===== config.mk =====
export PLATFORM = sky130hd
export DESIGN_NAME = ccb_config_bank
export DESIGN_NICKNAME = d
export VERILOG_FILES = /design/src/core/ccb_config_bank.v /design/src/core/ccb_div_decode.v
export VERILOG_INCLUDE_DIRS = /design/src /design/src/core
export SDC_FILE = /design/constraint.sdc
export NUM_CORES = 1
export LEC_CHECK = 0
export BUFFER_PORTS_ARGS = -buffer_cell sky130_fd_sc_hd__clkbuf_2
export CAP_MARGIN = 20
export CORE_MARGIN = 5
export CORE_UTILIZATION = 30
export CTS_BUF_LIST = sky130_fd_sc_hd__clkbuf_4 sky130_fd_sc_hd__clkbuf_8
export CTS_CLUSTER_SIZE = 16
export DETAILED_ROUTE_END_ITERATION = 7
export GPL_ROUTABILITY_DRIVEN = 0
export PLACE_DENSITY_LB_ADDON = 0.25
export RECOVER_POWER = 100
export SYNTH_ARGS = -nofsm -noshare
export SYNTH_HDL_FRONTEND = slang
export SYNTH_SLANG_ARGS = --single-unit

===== constraint.sdc =====
create_clock -name core_clk -period 2.3 [get_ports core_clk]
set_input_delay 0.46 -clock core_clk [delete_from_list [all_inputs] [get_ports core_clk]]
set_output_delay 0.46 -clock core_clk [all_outputs]
set_load 0.01 [all_outputs]

===== src/core/ccb_consts.vh =====
`ifndef CCB_CONSTS_VH
`define CCB_CONSTS_VH

// Register offsets within the bank.
`define CCB_OFF_GENERAL      4'h0
`define CCB_OFF_VARIANT      4'h1
`define CCB_OFF_CRYSTAL      4'h2
`define CCB_OFF_C_REF_DIV    4'h3
`define CCB_OFF_C_FB_LOW     4'h4
`define CCB_OFF_C_FILT_FB    4'h5
`define CCB_OFF_C_PUMP       4'h6
`define CCB_OFF_A_CTRL_DIVE  4'h7
`define CCB_OFF_A_REF_DIV    4'h8
`define CCB_OFF_A_FB_LOW     4'h9
`define CCB_OFF_A_FILT_FB    4'hA
`define CCB_OFF_A_PUMP       4'hB
`define CCB_OFF_A_SS_REF     4'hC
`define CCB_OFF_A_SS_FB_LOW  4'hD
`define CCB_OFF_A_SS_FB_HIGH 4'hE
`define CCB_OFF_OUT_DIV_AB   4'hF
`define CCB_BANK_BYTES       8'h10

// Field positions in the general control byte.
`define CCB_GEN_NVM_BIT      7
`define CCB_GEN_ADDR_HI      6
`define CCB_GEN_ADDR_LO      5
`define CCB_GEN_SPREAD_BIT   4
`define CCB_GEN_REFSEL_BIT   2
`define CCB_GEN_LOCK_BIT     0

// Reset values.
`define CCB_RST_GENERAL      8'h00
`define CCB_RST_C_REF_DIV    8'h1A
`define CCB_RST_C_FB_LOW     8'hE0
`define CCB_RST_C_FILT_FB    8'h11
`define CCB_RST_C_PUMP       8'h6C
`define CCB_RST_A_CTRL_DIVE  8'h23
`define CCB_RST_A_REF_DIV    8'h1A
`define CCB_RST_A_FB_LOW     8'h58
`define CCB_RST_A_FILT_FB    8'hB2
`define CCB_RST_A_PUMP       8'h06
`define CCB_RST_OUT_DIV_AB   8'h03
`define CCB_RST_OTHER        8'h00

// Writable bit masks; reserved bits hold zero.
`define CCB_WMASK_GENERAL    8'hF5
`define CCB_WMASK_CRYSTAL    8'h00
`define CCB_WMASK_OTHER      8'hFF

// Seven-bit serial target address for select code 00.
`define CCB_TARGET_BASE      7'h68
// Reference divider field value zero stands for the top ratio.
`define CCB_REF_DIV_TOP      7'h40

`endif


===== src/core/ccb_config_bank.v =====
`timescale 1ns/1ns
`include "ccb_consts.vh"
// Summary of operation
// - Block write: index, count, data, all acknowledged.
// - Block read: count first, then data bytes.
// - General bit 7 flags programmed configuration memory.
// - General bits 6:5 pick serial target address.
// - General bit 4 enables first PLL spread.
// - Third PLL bypass bits replace reference divider.
// - Six-bit reference dividers, ratio 1 to 64.
// - Third PLL feedback divider, eleven bits, 480.
// - First PLL feedback divider, eleven bits, 600.
// - Third PLL filter bits add series resistors.
// - First PLL filter bits, reset pattern 10110.
// - Byte 6 bit 7 picks divider 3 source.
// - Charge pump current from weights and divisors.
// - Reference current select bits per PLL.
// - Doubler, second channel, extra pole controls.
// - Output divider 5 is prescale times factor.
// - First PLL bypass bits replace reference divider.
// - First PLL spread dividers, reset to zero.
// - Byte 15 holds output dividers 1 and 2.
module ccb_config_bank (
  // Clock, reset, enable
  input  wire        core_clk,
  input  wire        srst,
  input  wire        ce,
  // Serial pins
  input  wire        sclIn,
  input  wire        sdaIn,
  output wire        sdaOut,
  output wire        sdaOe,
  // General control
  output wire        nvmProgrammed,
  output wire [1:0]  targetAddrSel,
  output wire        pllASpreadEnable,
  output wire        pllCRefSourceSelect,
  output wire        writeLocked,
  output wire [7:0]  variantCode,
  // Third PLL
  output wire        pllCRefBypassDiv1,
  output wire        pllCRefBypassDiv2,
  output wire [5:0]  pllCRefDivider,
  output reg  [6:0]  pllCRefRatio,
  output wire [10:0] pllCFbDivider,
  output wire [4:0]  pllCFilter,
  output wire        outDivCSourceSelect,
  output wire        pllCRefCurrentSelect,
  output reg  [4:0]  pllCPumpMult,
  output reg  [4:0]  pllCPumpDivisor,
  // First PLL
  output wire        pllARefDoubler,
  output wire        pllARefCurrentSelect,
  output wire        pllASecondChannelEnable,
  output wire        pllAExtraPoleEnable,
  output wire        pllARefBypassDiv1,
  output wire        pllARefBypassDiv2,
  output wire [5:0]  pllARefDivider,
  output reg  [6:0]  pllARefRatio,
  output wire [10:0] pllAFbDivider,
  output wire [4:0]  pllAFilter,
  output reg  [6:0]  pllAPumpMult,
  output reg  [4:0]  pllAPumpDivisor,
  output wire [7:0]  pllASpreadRefDivider,
  output wire [15:0] pllASpreadFbDivider,
  // Output dividers
  output reg  [6:0]  outDivARatio,
  output reg  [6:0]  outDivBRatio,
  output reg  [6:0]  outDivERatio
);
  localparam [2:0] ST_IDLE      = 3'h0;
  localparam [2:0] ST_ADDR      = 3'h1;
  localparam [2:0] ST_ADDR_ACK  = 3'h2;
  localparam [2:0] ST_WRITE     = 3'h3;
  localparam [2:0] ST_WRITE_ACK = 3'h4;
  localparam [2:0] ST_READ      = 3'h5;
  localparam [2:0] ST_READ_ACK  = 3'h6;
  reg  [7:0] bankMem_r [0:15];
  reg  [1:0] pinMeta_r;
  reg  [1:0] pinSync_r;
  reg  [1:0] pinPrev_r;
  reg  [2:0] state_r;
  reg  [3:0] bitCnt_r;
  reg  [7:0] shift_r;
  reg  [7:0] index_r;
  reg  [7:0] remain_r;
  reg  [1:0] byteNum_r;
  reg        readMode_r;
  reg        oe_r;
  integer    i;
  wire [1:0] pinRaw;
  wire       sclS;
  wire       sdaS;
  wire       sclRise;
  wire       sclFall;
  wire       startCond;
  wire       stopCond;
  wire [6:0] ownAddr;
  wire       inBank;
  wire [3:0] idx;
  wire       wrAllowed;
  wire [7:0] wrMask;
  wire [7:0] rdByte;
  wire [7:0] countByte;
  wire [11:0] divCodes;
  wire [20:0] divRatios;
  function [7:0] resetByte;
    input [3:0] off;
    begin
      case (off)
        `CCB_OFF_GENERAL:     resetByte = `CCB_RST_GENERAL;
        `CCB_OFF_C_REF_DIV:   resetByte = `CCB_RST_C_REF_DIV;
        `CCB_OFF_C_FB_LOW:    resetByte = `CCB_RST_C_FB_LOW;
        `CCB_OFF_C_FILT_FB:   resetByte = `CCB_RST_C_FILT_FB;
        `CCB_OFF_C_PUMP:      resetByte = `CCB_RST_C_PUMP;
        `CCB_OFF_A_CTRL_DIVE: resetByte = `CCB_RST_A_CTRL_DIVE;
        `CCB_OFF_A_REF_DIV:   resetByte = `CCB_RST_A_REF_DIV;
        `CCB_OFF_A_FB_LOW:    resetByte = `CCB_RST_A_FB_LOW;
        `CCB_OFF_A_FILT_FB:   resetByte = `CCB_RST_A_FILT_FB;
        `CCB_OFF_A_PUMP:      resetByte = `CCB_RST_A_PUMP;
        `CCB_OFF_OUT_DIV_AB:  resetByte = `CCB_RST_OUT_DIV_AB;
        default:              resetByte = `CCB_RST_OTHER;
      endcase
    end
  endfunction
  // Both pins cross into the core clock through two flip-flops.
  assign pinRaw = {sclIn, sdaIn};
  genvar g;
  generate
    for (g = 0; g < 2; g = g + 1) begin : gSync
      always @(posedge core_clk) begin
        if (srst) begin
          pinMeta_r[g] <= 1'b1;
          pinSync_r[g] <= 1'b1;
          pinPrev_r[g] <= 1'b1;
        end else if (ce) begin
          pinMeta_r[g] <= pinRaw[g];
          pinSync_r[g] <= pinMeta_r[g];
          pinPrev_r[g] <= pinSync_r[g];
        end
      end
    end
  endgenerate
  assign sclS      = pinSync_r[1];
  assign sdaS      = pinSync_r[0];
  assign sclRise   = sclS & ~pinPrev_r[1];
  assign sclFall   = ~sclS & pinPrev_r[1];
  assign startCond = sclS & pinPrev_r[1] & pinPrev_r[0] & ~sdaS;
  assign stopCond  = sclS & pinPrev_r[1] & ~pinPrev_r[0] & sdaS;
  // The select code moves the target address in steps of one.
  assign ownAddr = `CCB_TARGET_BASE |
                   {5'h00, bankMem_r[`CCB_OFF_GENERAL][6:5]};
  assign inBank    = index_r < `CCB_BANK_BYTES;
  assign idx       = index_r[3:0];
  // The general byte stays writable so the lock can be released.
  assign wrAllowed = inBank & ((idx == `CCB_OFF_GENERAL) |
                     ~bankMem_r[`CCB_OFF_GENERAL][`CCB_GEN_LOCK_BIT]);
  assign wrMask    = (idx == `CCB_OFF_GENERAL) ? `CCB_WMASK_GENERAL :
                     (idx == `CCB_OFF_CRYSTAL) ? `CCB_WMASK_CRYSTAL :
                     `CCB_WMASK_OTHER;
  assign rdByte    = inBank ? bankMem_r[idx] : 8'h00;
  assign countByte = inBank ? (`CCB_BANK_BYTES - index_r) : 8'h00;
  // Serial target: address, index, count, data, with acknowledges.
  always @(posedge core_clk) begin
    if (srst) begin
      state_r    <= ST_IDLE;
      bitCnt_r   <= 4'h0;
      shift_r    <= 8'h00;
      index_r    <= 8'h00;
      remain_r   <= 8'h00;
      byteNum_r  <= 2'h0;
      readMode_r <= 1'b0;
      oe_r       <= 1'b0;
      for (i = 0; i < 16; i = i + 1) begin
        bankMem_r[i] <= resetByte(i[3:0]);
      end
    end else if (ce) begin
      if (startCond) begin
        state_r  <= ST_ADDR;
        bitCnt_r <= 4'h0;
        oe_r     <= 1'b0;
      end else if (stopCond) begin
        state_r <= ST_IDLE;
        oe_r    <= 1'b0;
      end else begin
        case (state_r)
          ST_ADDR, ST_WRITE: begin
            if (sclRise && bitCnt_r != 4'h8) begin
              shift_r  <= {shift_r[6:0], sdaS};
              bitCnt_r <= bitCnt_r + 4'h1;
            end else if (sclFall && bitCnt_r == 4'h8) begin
              bitCnt_r <= 4'h0;
              if (state_r == ST_ADDR) begin
                if (shift_r[7:1] == ownAddr) begin
                  oe_r       <= 1'b1;
                  readMode_r <= shift_r[0];
                  state_r    <= ST_ADDR_ACK;
                end else begin
                  state_r <= ST_IDLE;
                end
              end else begin
                oe_r    <= 1'b1;
                state_r <= ST_WRITE_ACK;
                if (byteNum_r != 2'h2) begin
                  byteNum_r <= byteNum_r + 2'h1;
                end
                case (byteNum_r)
                  2'h0: index_r <= shift_r;
                  2'h1: remain_r <= shift_r;
                  default: begin
                    if (remain_r != 8'h00) begin
                      if (wrAllowed) begin
                        bankMem_r[idx] <= (bankMem_r[idx] & ~wrMask) |
                                          (shift_r & wrMask);
                      end
                      index_r  <= index_r + 8'h01;
                      remain_r <= remain_r - 8'h01;
                    end
                  end
                endcase
              end
            end
          end
          ST_ADDR_ACK: begin
            if (sclFall) begin
              if (readMode_r) begin
                oe_r     <= ~countByte[7];
                shift_r  <= {countByte[6:0], 1'b0};
                bitCnt_r <= 4'h1;
                state_r  <= ST_READ;
              end else begin
                oe_r      <= 1'b0;
                byteNum_r <= 2'h0;
                state_r   <= ST_WRITE;
              end
            end
          end
          ST_WRITE_ACK: begin
            if (sclFall) begin
              oe_r    <= 1'b0;
              state_r <= ST_WRITE;
            end
          end
          ST_READ: begin
            if (sclFall) begin
              if (bitCnt_r == 4'h8) begin
                oe_r    <= 1'b0;
                state_r <= ST_READ_ACK;
              end else begin
                oe_r     <= ~shift_r[7];
                shift_r  <= {shift_r[6:0], 1'b0};
                bitCnt_r <= bitCnt_r + 4'h1;
              end
            end
          end
          ST_READ_ACK: begin
            if (sclRise && sdaS) begin
              state_r <= ST_IDLE;
            end else if (sclFall) begin
              oe_r     <= ~rdByte[7];
              shift_r  <= {rdByte[6:0], 1'b0};
              bitCnt_r <= 4'h1;
              index_r  <= index_r + 8'h01;
              state_r  <= ST_READ;
            end
          end
          default: begin
            oe_r <= 1'b0;
          end
        endcase
      end
    end
  end
  // Open-drain data pin: only ever pulls low.
  assign sdaOut = 1'b0;
  assign sdaOe  = oe_r;
  // Fields straight from the register bank.
  assign nvmProgrammed = bankMem_r[`CCB_OFF_GENERAL][`CCB_GEN_NVM_BIT];
  assign targetAddrSel        =
    bankMem_r[`CCB_OFF_GENERAL][`CCB_GEN_ADDR_HI:`CCB_GEN_ADDR_LO];
  assign pllASpreadEnable     =
    bankMem_r[`CCB_OFF_GENERAL][`CCB_GEN_SPREAD_BIT];
  assign pllCRefSourceSelect  =
    bankMem_r[`CCB_OFF_GENERAL][`CCB_GEN_REFSEL_BIT];
  assign writeLocked = bankMem_r[`CCB_OFF_GENERAL][`CCB_GEN_LOCK_BIT];
  assign variantCode          = bankMem_r[`CCB_OFF_VARIANT];
  assign pllCRefBypassDiv1    = bankMem_r[`CCB_OFF_C_REF_DIV][7];
  assign pllCRefBypassDiv2    = bankMem_r[`CCB_OFF_C_REF_DIV][6];
  assign pllCRefDivider       = bankMem_r[`CCB_OFF_C_REF_DIV][5:0];
  assign pllCFbDivider        = {bankMem_r[`CCB_OFF_C_FILT_FB][2:0],
                                 bankMem_r[`CCB_OFF_C_FB_LOW]};
  assign pllCFilter           = bankMem_r[`CCB_OFF_C_FILT_FB][7:3];
  assign outDivCSourceSelect  = bankMem_r[`CCB_OFF_C_PUMP][7];
  assign pllCRefCurrentSelect = bankMem_r[`CCB_OFF_C_PUMP][0];
  assign pllARefDoubler          = bankMem_r[`CCB_OFF_A_CTRL_DIVE][7];
  assign pllARefCurrentSelect    = bankMem_r[`CCB_OFF_A_CTRL_DIVE][6];
  assign pllASecondChannelEnable = bankMem_r[`CCB_OFF_A_CTRL_DIVE][5];
  assign pllAExtraPoleEnable     = bankMem_r[`CCB_OFF_A_CTRL_DIVE][4];
  assign pllARefBypassDiv1    = bankMem_r[`CCB_OFF_A_REF_DIV][7];
  assign pllARefBypassDiv2    = bankMem_r[`CCB_OFF_A_REF_DIV][6];
  assign pllARefDivider       = bankMem_r[`CCB_OFF_A_REF_DIV][5:0];
  assign pllAFbDivider        = {bankMem_r[`CCB_OFF_A_FILT_FB][2:0],
                                 bankMem_r[`CCB_OFF_A_FB_LOW]};
  assign pllAFilter           = bankMem_r[`CCB_OFF_A_FILT_FB][7:3];
  assign pllASpreadRefDivider = bankMem_r[`CCB_OFF_A_SS_REF];
  assign pllASpreadFbDivider  = {bankMem_r[`CCB_OFF_A_SS_FB_HIGH],
                                 bankMem_r[`CCB_OFF_A_SS_FB_LOW]};
  // Output divider codes: divider 1, divider 2, divider 5.
  assign divCodes = {bankMem_r[`CCB_OFF_OUT_DIV_AB][7:4],
                     bankMem_r[`CCB_OFF_OUT_DIV_AB][3:0],
                     bankMem_r[`CCB_OFF_A_CTRL_DIVE][3:0]};
  generate
    for (g = 0; g < 3; g = g + 1) begin : gDiv
      ccb_div_decode uDec (
        .code  (divCodes[4*g+3:4*g]),
        .ratio (divRatios[7*g+6:7*g])
      );
    end
  endgenerate
  // Derived settings are registered so they move one cycle after a write.
  always @(posedge core_clk) begin
    if (srst) begin
      pllCRefRatio    <= 7'h00;
      pllARefRatio    <= 7'h00;
      pllCPumpMult    <= 5'h00;
      pllCPumpDivisor <= 5'h00;
      pllAPumpMult    <= 7'h00;
      pllAPumpDivisor <= 5'h00;
      outDivARatio    <= 7'h00;
      outDivBRatio    <= 7'h00;
      outDivERatio    <= 7'h00;
    end else if (ce) begin
      if (pllCRefBypassDiv1) begin
        pllCRefRatio <= 7'h01;
      end else if (pllCRefBypassDiv2) begin
        pllCRefRatio <= 7'h02;
      end else if (pllCRefDivider == 6'h00) begin
        pllCRefRatio <= `CCB_REF_DIV_TOP;
      end else begin
        pllCRefRatio <= {1'b0, pllCRefDivider};
      end
      if (pllARefBypassDiv1) begin
        pllARefRatio <= 7'h01;
      end else if (pllARefBypassDiv2) begin
        pllARefRatio <= 7'h02;
      end else if (pllARefDivider == 6'h00) begin
        pllARefRatio <= `CCB_REF_DIV_TOP;
      end else begin
        pllARefRatio <= {1'b0, pllARefDivider};
      end
      // Weight bits sit in binary order, so the weighted sum is the field.
      pllCPumpMult <= {1'b0, bankMem_r[`CCB_OFF_C_PUMP][6:3]}
                      << pllCRefCurrentSelect;
      pllCPumpDivisor <= (bankMem_r[`CCB_OFF_C_PUMP][2] ? 5'h18 : 5'h00) +
                         (bankMem_r[`CCB_OFF_C_PUMP][1] ? 5'h03 : 5'h00);
      pllAPumpMult <= {1'b0, bankMem_r[`CCB_OFF_A_PUMP][7:2]}
                      << pllARefCurrentSelect;
      pllAPumpDivisor <= (bankMem_r[`CCB_OFF_A_PUMP][1] ? 5'h18 : 5'h00) +
                         (bankMem_r[`CCB_OFF_A_PUMP][0] ? 5'h03 : 5'h00);
      outDivARatio <= divRatios[20:14];
      outDivBRatio <= divRatios[13:7];
      outDivERatio <= divRatios[6:0];
    end
  end
endmodule // ccb_config_bank


===== src/core/ccb_div_decode.v =====
`timescale 1ns/1ns
module ccb_div_decode (
  // Divider code: prescale select in bits 3:2, factor select in bits 1:0
  input  wire [3:0] code,
  // Resulting ratio
  output reg  [6:0] ratio
);
  reg [6:0] factor;

  always @* begin
    case (code[1:0])
      2'h0:    factor = 7'h01;
      2'h1:    factor = 7'h03;
      2'h2:    factor = 7'h05;
      default: factor = 7'h0A;
    endcase
    ratio = factor << code[3:2];
  end
endmodule // ccb_div_decode


==> metrics.txt <==
commonest non-fill, non-tap cell in the layout=nor2_1; failing checks=setup timing; Die Wd=201 um; CTS buffer count=42; Seq cells post-synth=224; IO Pins=156; Crit. End Element=flip-flop; Critical Path RT=2.65 ns; clock sinks=224; Placement Cell Area=0.0134 mm2; fin crit period=2.36 ns; Die Area=0.0404 mm2; die extent in y=201 um; Global Route Usage Sum=18.8%; area grow syn2layout=30.9%; RSZ-0062 raised after global routing=true; worst slack, placed=-0.0746 ns; Slew Viols, Final=0; cts hold-fix bufs=0; initial antenna violation count=0; Starting Density=30.1%; CP Launch Type=flip-flop; post-synthesis sequential area ratio=52.7%; Setup Skew=0.0374 ns; Max VDD drop=465 uV; root buffer cell=clkbuf_8; Post-Route WL=40300 um; Avg Cell Area, Syn=10.3 um2; Crit Path Max Fanout=12; port buffer count=152; initial DRC count=893; YS warnings=0; Primary FF master, synth=edfxtp_1; final antenna-violating net count=0; largest net degree at the start of global routing=65; setup slack, reg-to-reg=-0.06 ns; max cap viols=0; antenna cell count=0; P_leak=5.11 nW; final design area excluding fillers=0.0143 mm2; min-delay worst type=primary input to flip-flop; worst hold slack=0.119 ns; WP data arrival=2.71 ns; Slew @ Worst Pin=1.12 ns; hold endpoint=pinMeta_r[1]; cell count after synthesis=1063; Post-synth EDFFs=128; layout cells sized above 1=24.6%; worst r2r path cells=7; Clk Latency, worst-skew pair=0.60 ns; synthesized area=0.0109 mm2; GRT overflow=0; hold_sp=sclIn; fin crit share=103%; Peak Freq=424 MHz; Bufs on Longest Clock Path=3; Clock transition at path regs=0.06 ns; CTS tree=yes; R2R Path End=bankMem_r[8][1]; level count of the clock H-tree=2; # nets final=1383; power density over the cells=658 mW/mm2; hold path cells=3; Slew headroom=25.4%; vias per inst=5.30; setup slack after layout=-0.0610 ns; Final Hold Viols=0; vias in the first global route=9431; most frequent cells in the layout=nor2_1, clkbuf_1, buf_4, edfxtp_1, dfxtp_1; Setup TNS Final=-0.683 ns; DP HPWL=29600 um; asr flop ratio synth=0%; vias post-DR=9870; wire length per cell=21.6 um; CORE AREA=0.0363 mm2; outcome=complete, but fails checks; Initial DRT Pass Iterations=5; Final setup viols=16; CP Class=flip-flop to flip-flop; residual DRC count=0; first-pass GRT wire length=58900 um; Unique masters post-synth=68; row count=70
## stage by stage
step | utilization, % | power (mW) | cells
after floorplan | - | 5.12 | 1065
after global placement | 36.9 | 5.68 | 1778
after detailed placement | 36.9 | 5.68 | 1778
after CTS | 39.2 | 9.54 | 1851
after global routing | 39.4 | 9.80 | 1864
final | 39.4 | 9.43 | 1864
## logic make-up (layout without fill, tap and decap cells)
kind of cell,after synthesis,after routing,synth area share [%]
and+or+nand+nor,442,442,18.7
DFF,224,224,52.7
AOI/OAI and AO/OA,198,198,11.9
buffers and inverters,101,432,4.03
muxes,78,78,10.8
adders and majority gates,11,11,1.26
xor gates and xnor gates,8,8,0.640
other,1,3,0.0342
## routing by layer
layer	vias to the layer above	track usage (%)	part of all wire, %
met4	0	4.99	2.3
li1	4509	-	-
met1	4830	26.5	44
met2	463	28.7	44
met5	-	0	0
met3	68	5.23	9.4
## Yosys cell counts (14+ instances only)
| master | n | area, um2 |
|---|---|---|
| a211oi_1 | 21 | 158 |
| a21oi_1 | 63 | 315 |
| buf_2 | 14 | 70.1 |
| clkbuf_1 | 48 | 180 |
| dfxtp_1 | 96 | 1920 |
| edfxtp_1 | 128 | 3840 |
| inv_1 | 20 | 75.1 |
| mux2i_1 | 44 | 440 |
| mux4_2 | 32 | 721 |
| nand2_1 | 101 | 379 |
| nand3_1 | 36 | 180 |
| nor2_1 | 183 | 687 |
| nor3_1 | 25 | 125 |
| o21ai_0 | 39 | 195 |
## worst max-delay path, stage by stage (launching register included)
cell and delay, ns:
dfxtp_2 0.37, buf_12 0.16, mux4_2 0.54, mux2i_2 0.31
mux2i_4 0.12, mux2i_4 0.32, clkbuf_16 0.24, nand2_2 0.04
## report_power, final
group          internal, mW  switching [mW]  leakage, nW
Combinational         0.386           0.636         2.67
Clock                  2.07            1.77        0.420
Sequential             4.41           0.161         2.02
Total                  6.86            2.57         5.11
## repair_timing
action / in CTS / in global routing
gates resized for setup: 8 / 46
cloned: 0 / 3
pin swaps: 0 / 4
endpoints found under the setup margin: 61 / 155
setup buffers: 0 / 10
## worst max path at each step
stage | start | endpoint | slack (ns)
CTS | flip-flop | bankMem_r[4][7] | 0.001
floorplan | index_r[0] | bankMem_r[4][6] | -0.02
detailed placement | index_r[4] | bankMem_r[3][4] | -0.07
global route | flip-flop | bankMem_r[1][1] | -0.08
finish | flip-flop | bankMem_r[8][1] | -0.06
global placement | index_r[4] | bankMem_r[10][1] | -0.06
## registers in the layout, summed over array words and instances (netlist names), named ones only
name / count
bankMem_r: 128
index_r: 8
remain_r: 8
shift_r: 8
outDivARatio: 7
outDivBRatio: 7
outDivERatio: 7
pllAPumpMult: 7
pllARefRatio: 7
pllCRefRatio: 7
pllCPumpMult: 5
bitCnt_r: 4
state_r: 3
byteNum_r: 2
pinMeta_r: 2
pinPrev_r: 2
pllAPumpDivisor: 2
pllCPumpDivisor: 2
readMode_r: 1
sclS: 1
sdaOe: 1
sdaS: 1
## final cells by class
cell class	count	area, um2
fill	3626	22000
sequential	224	5770
multi-input combinational	740	5010
timing repair buffer	338	2080
clock buffer	56	689
tap	468	586
clock inverter	17	114
inverter	21	80.1
Power figures use the tool's default switching activity.
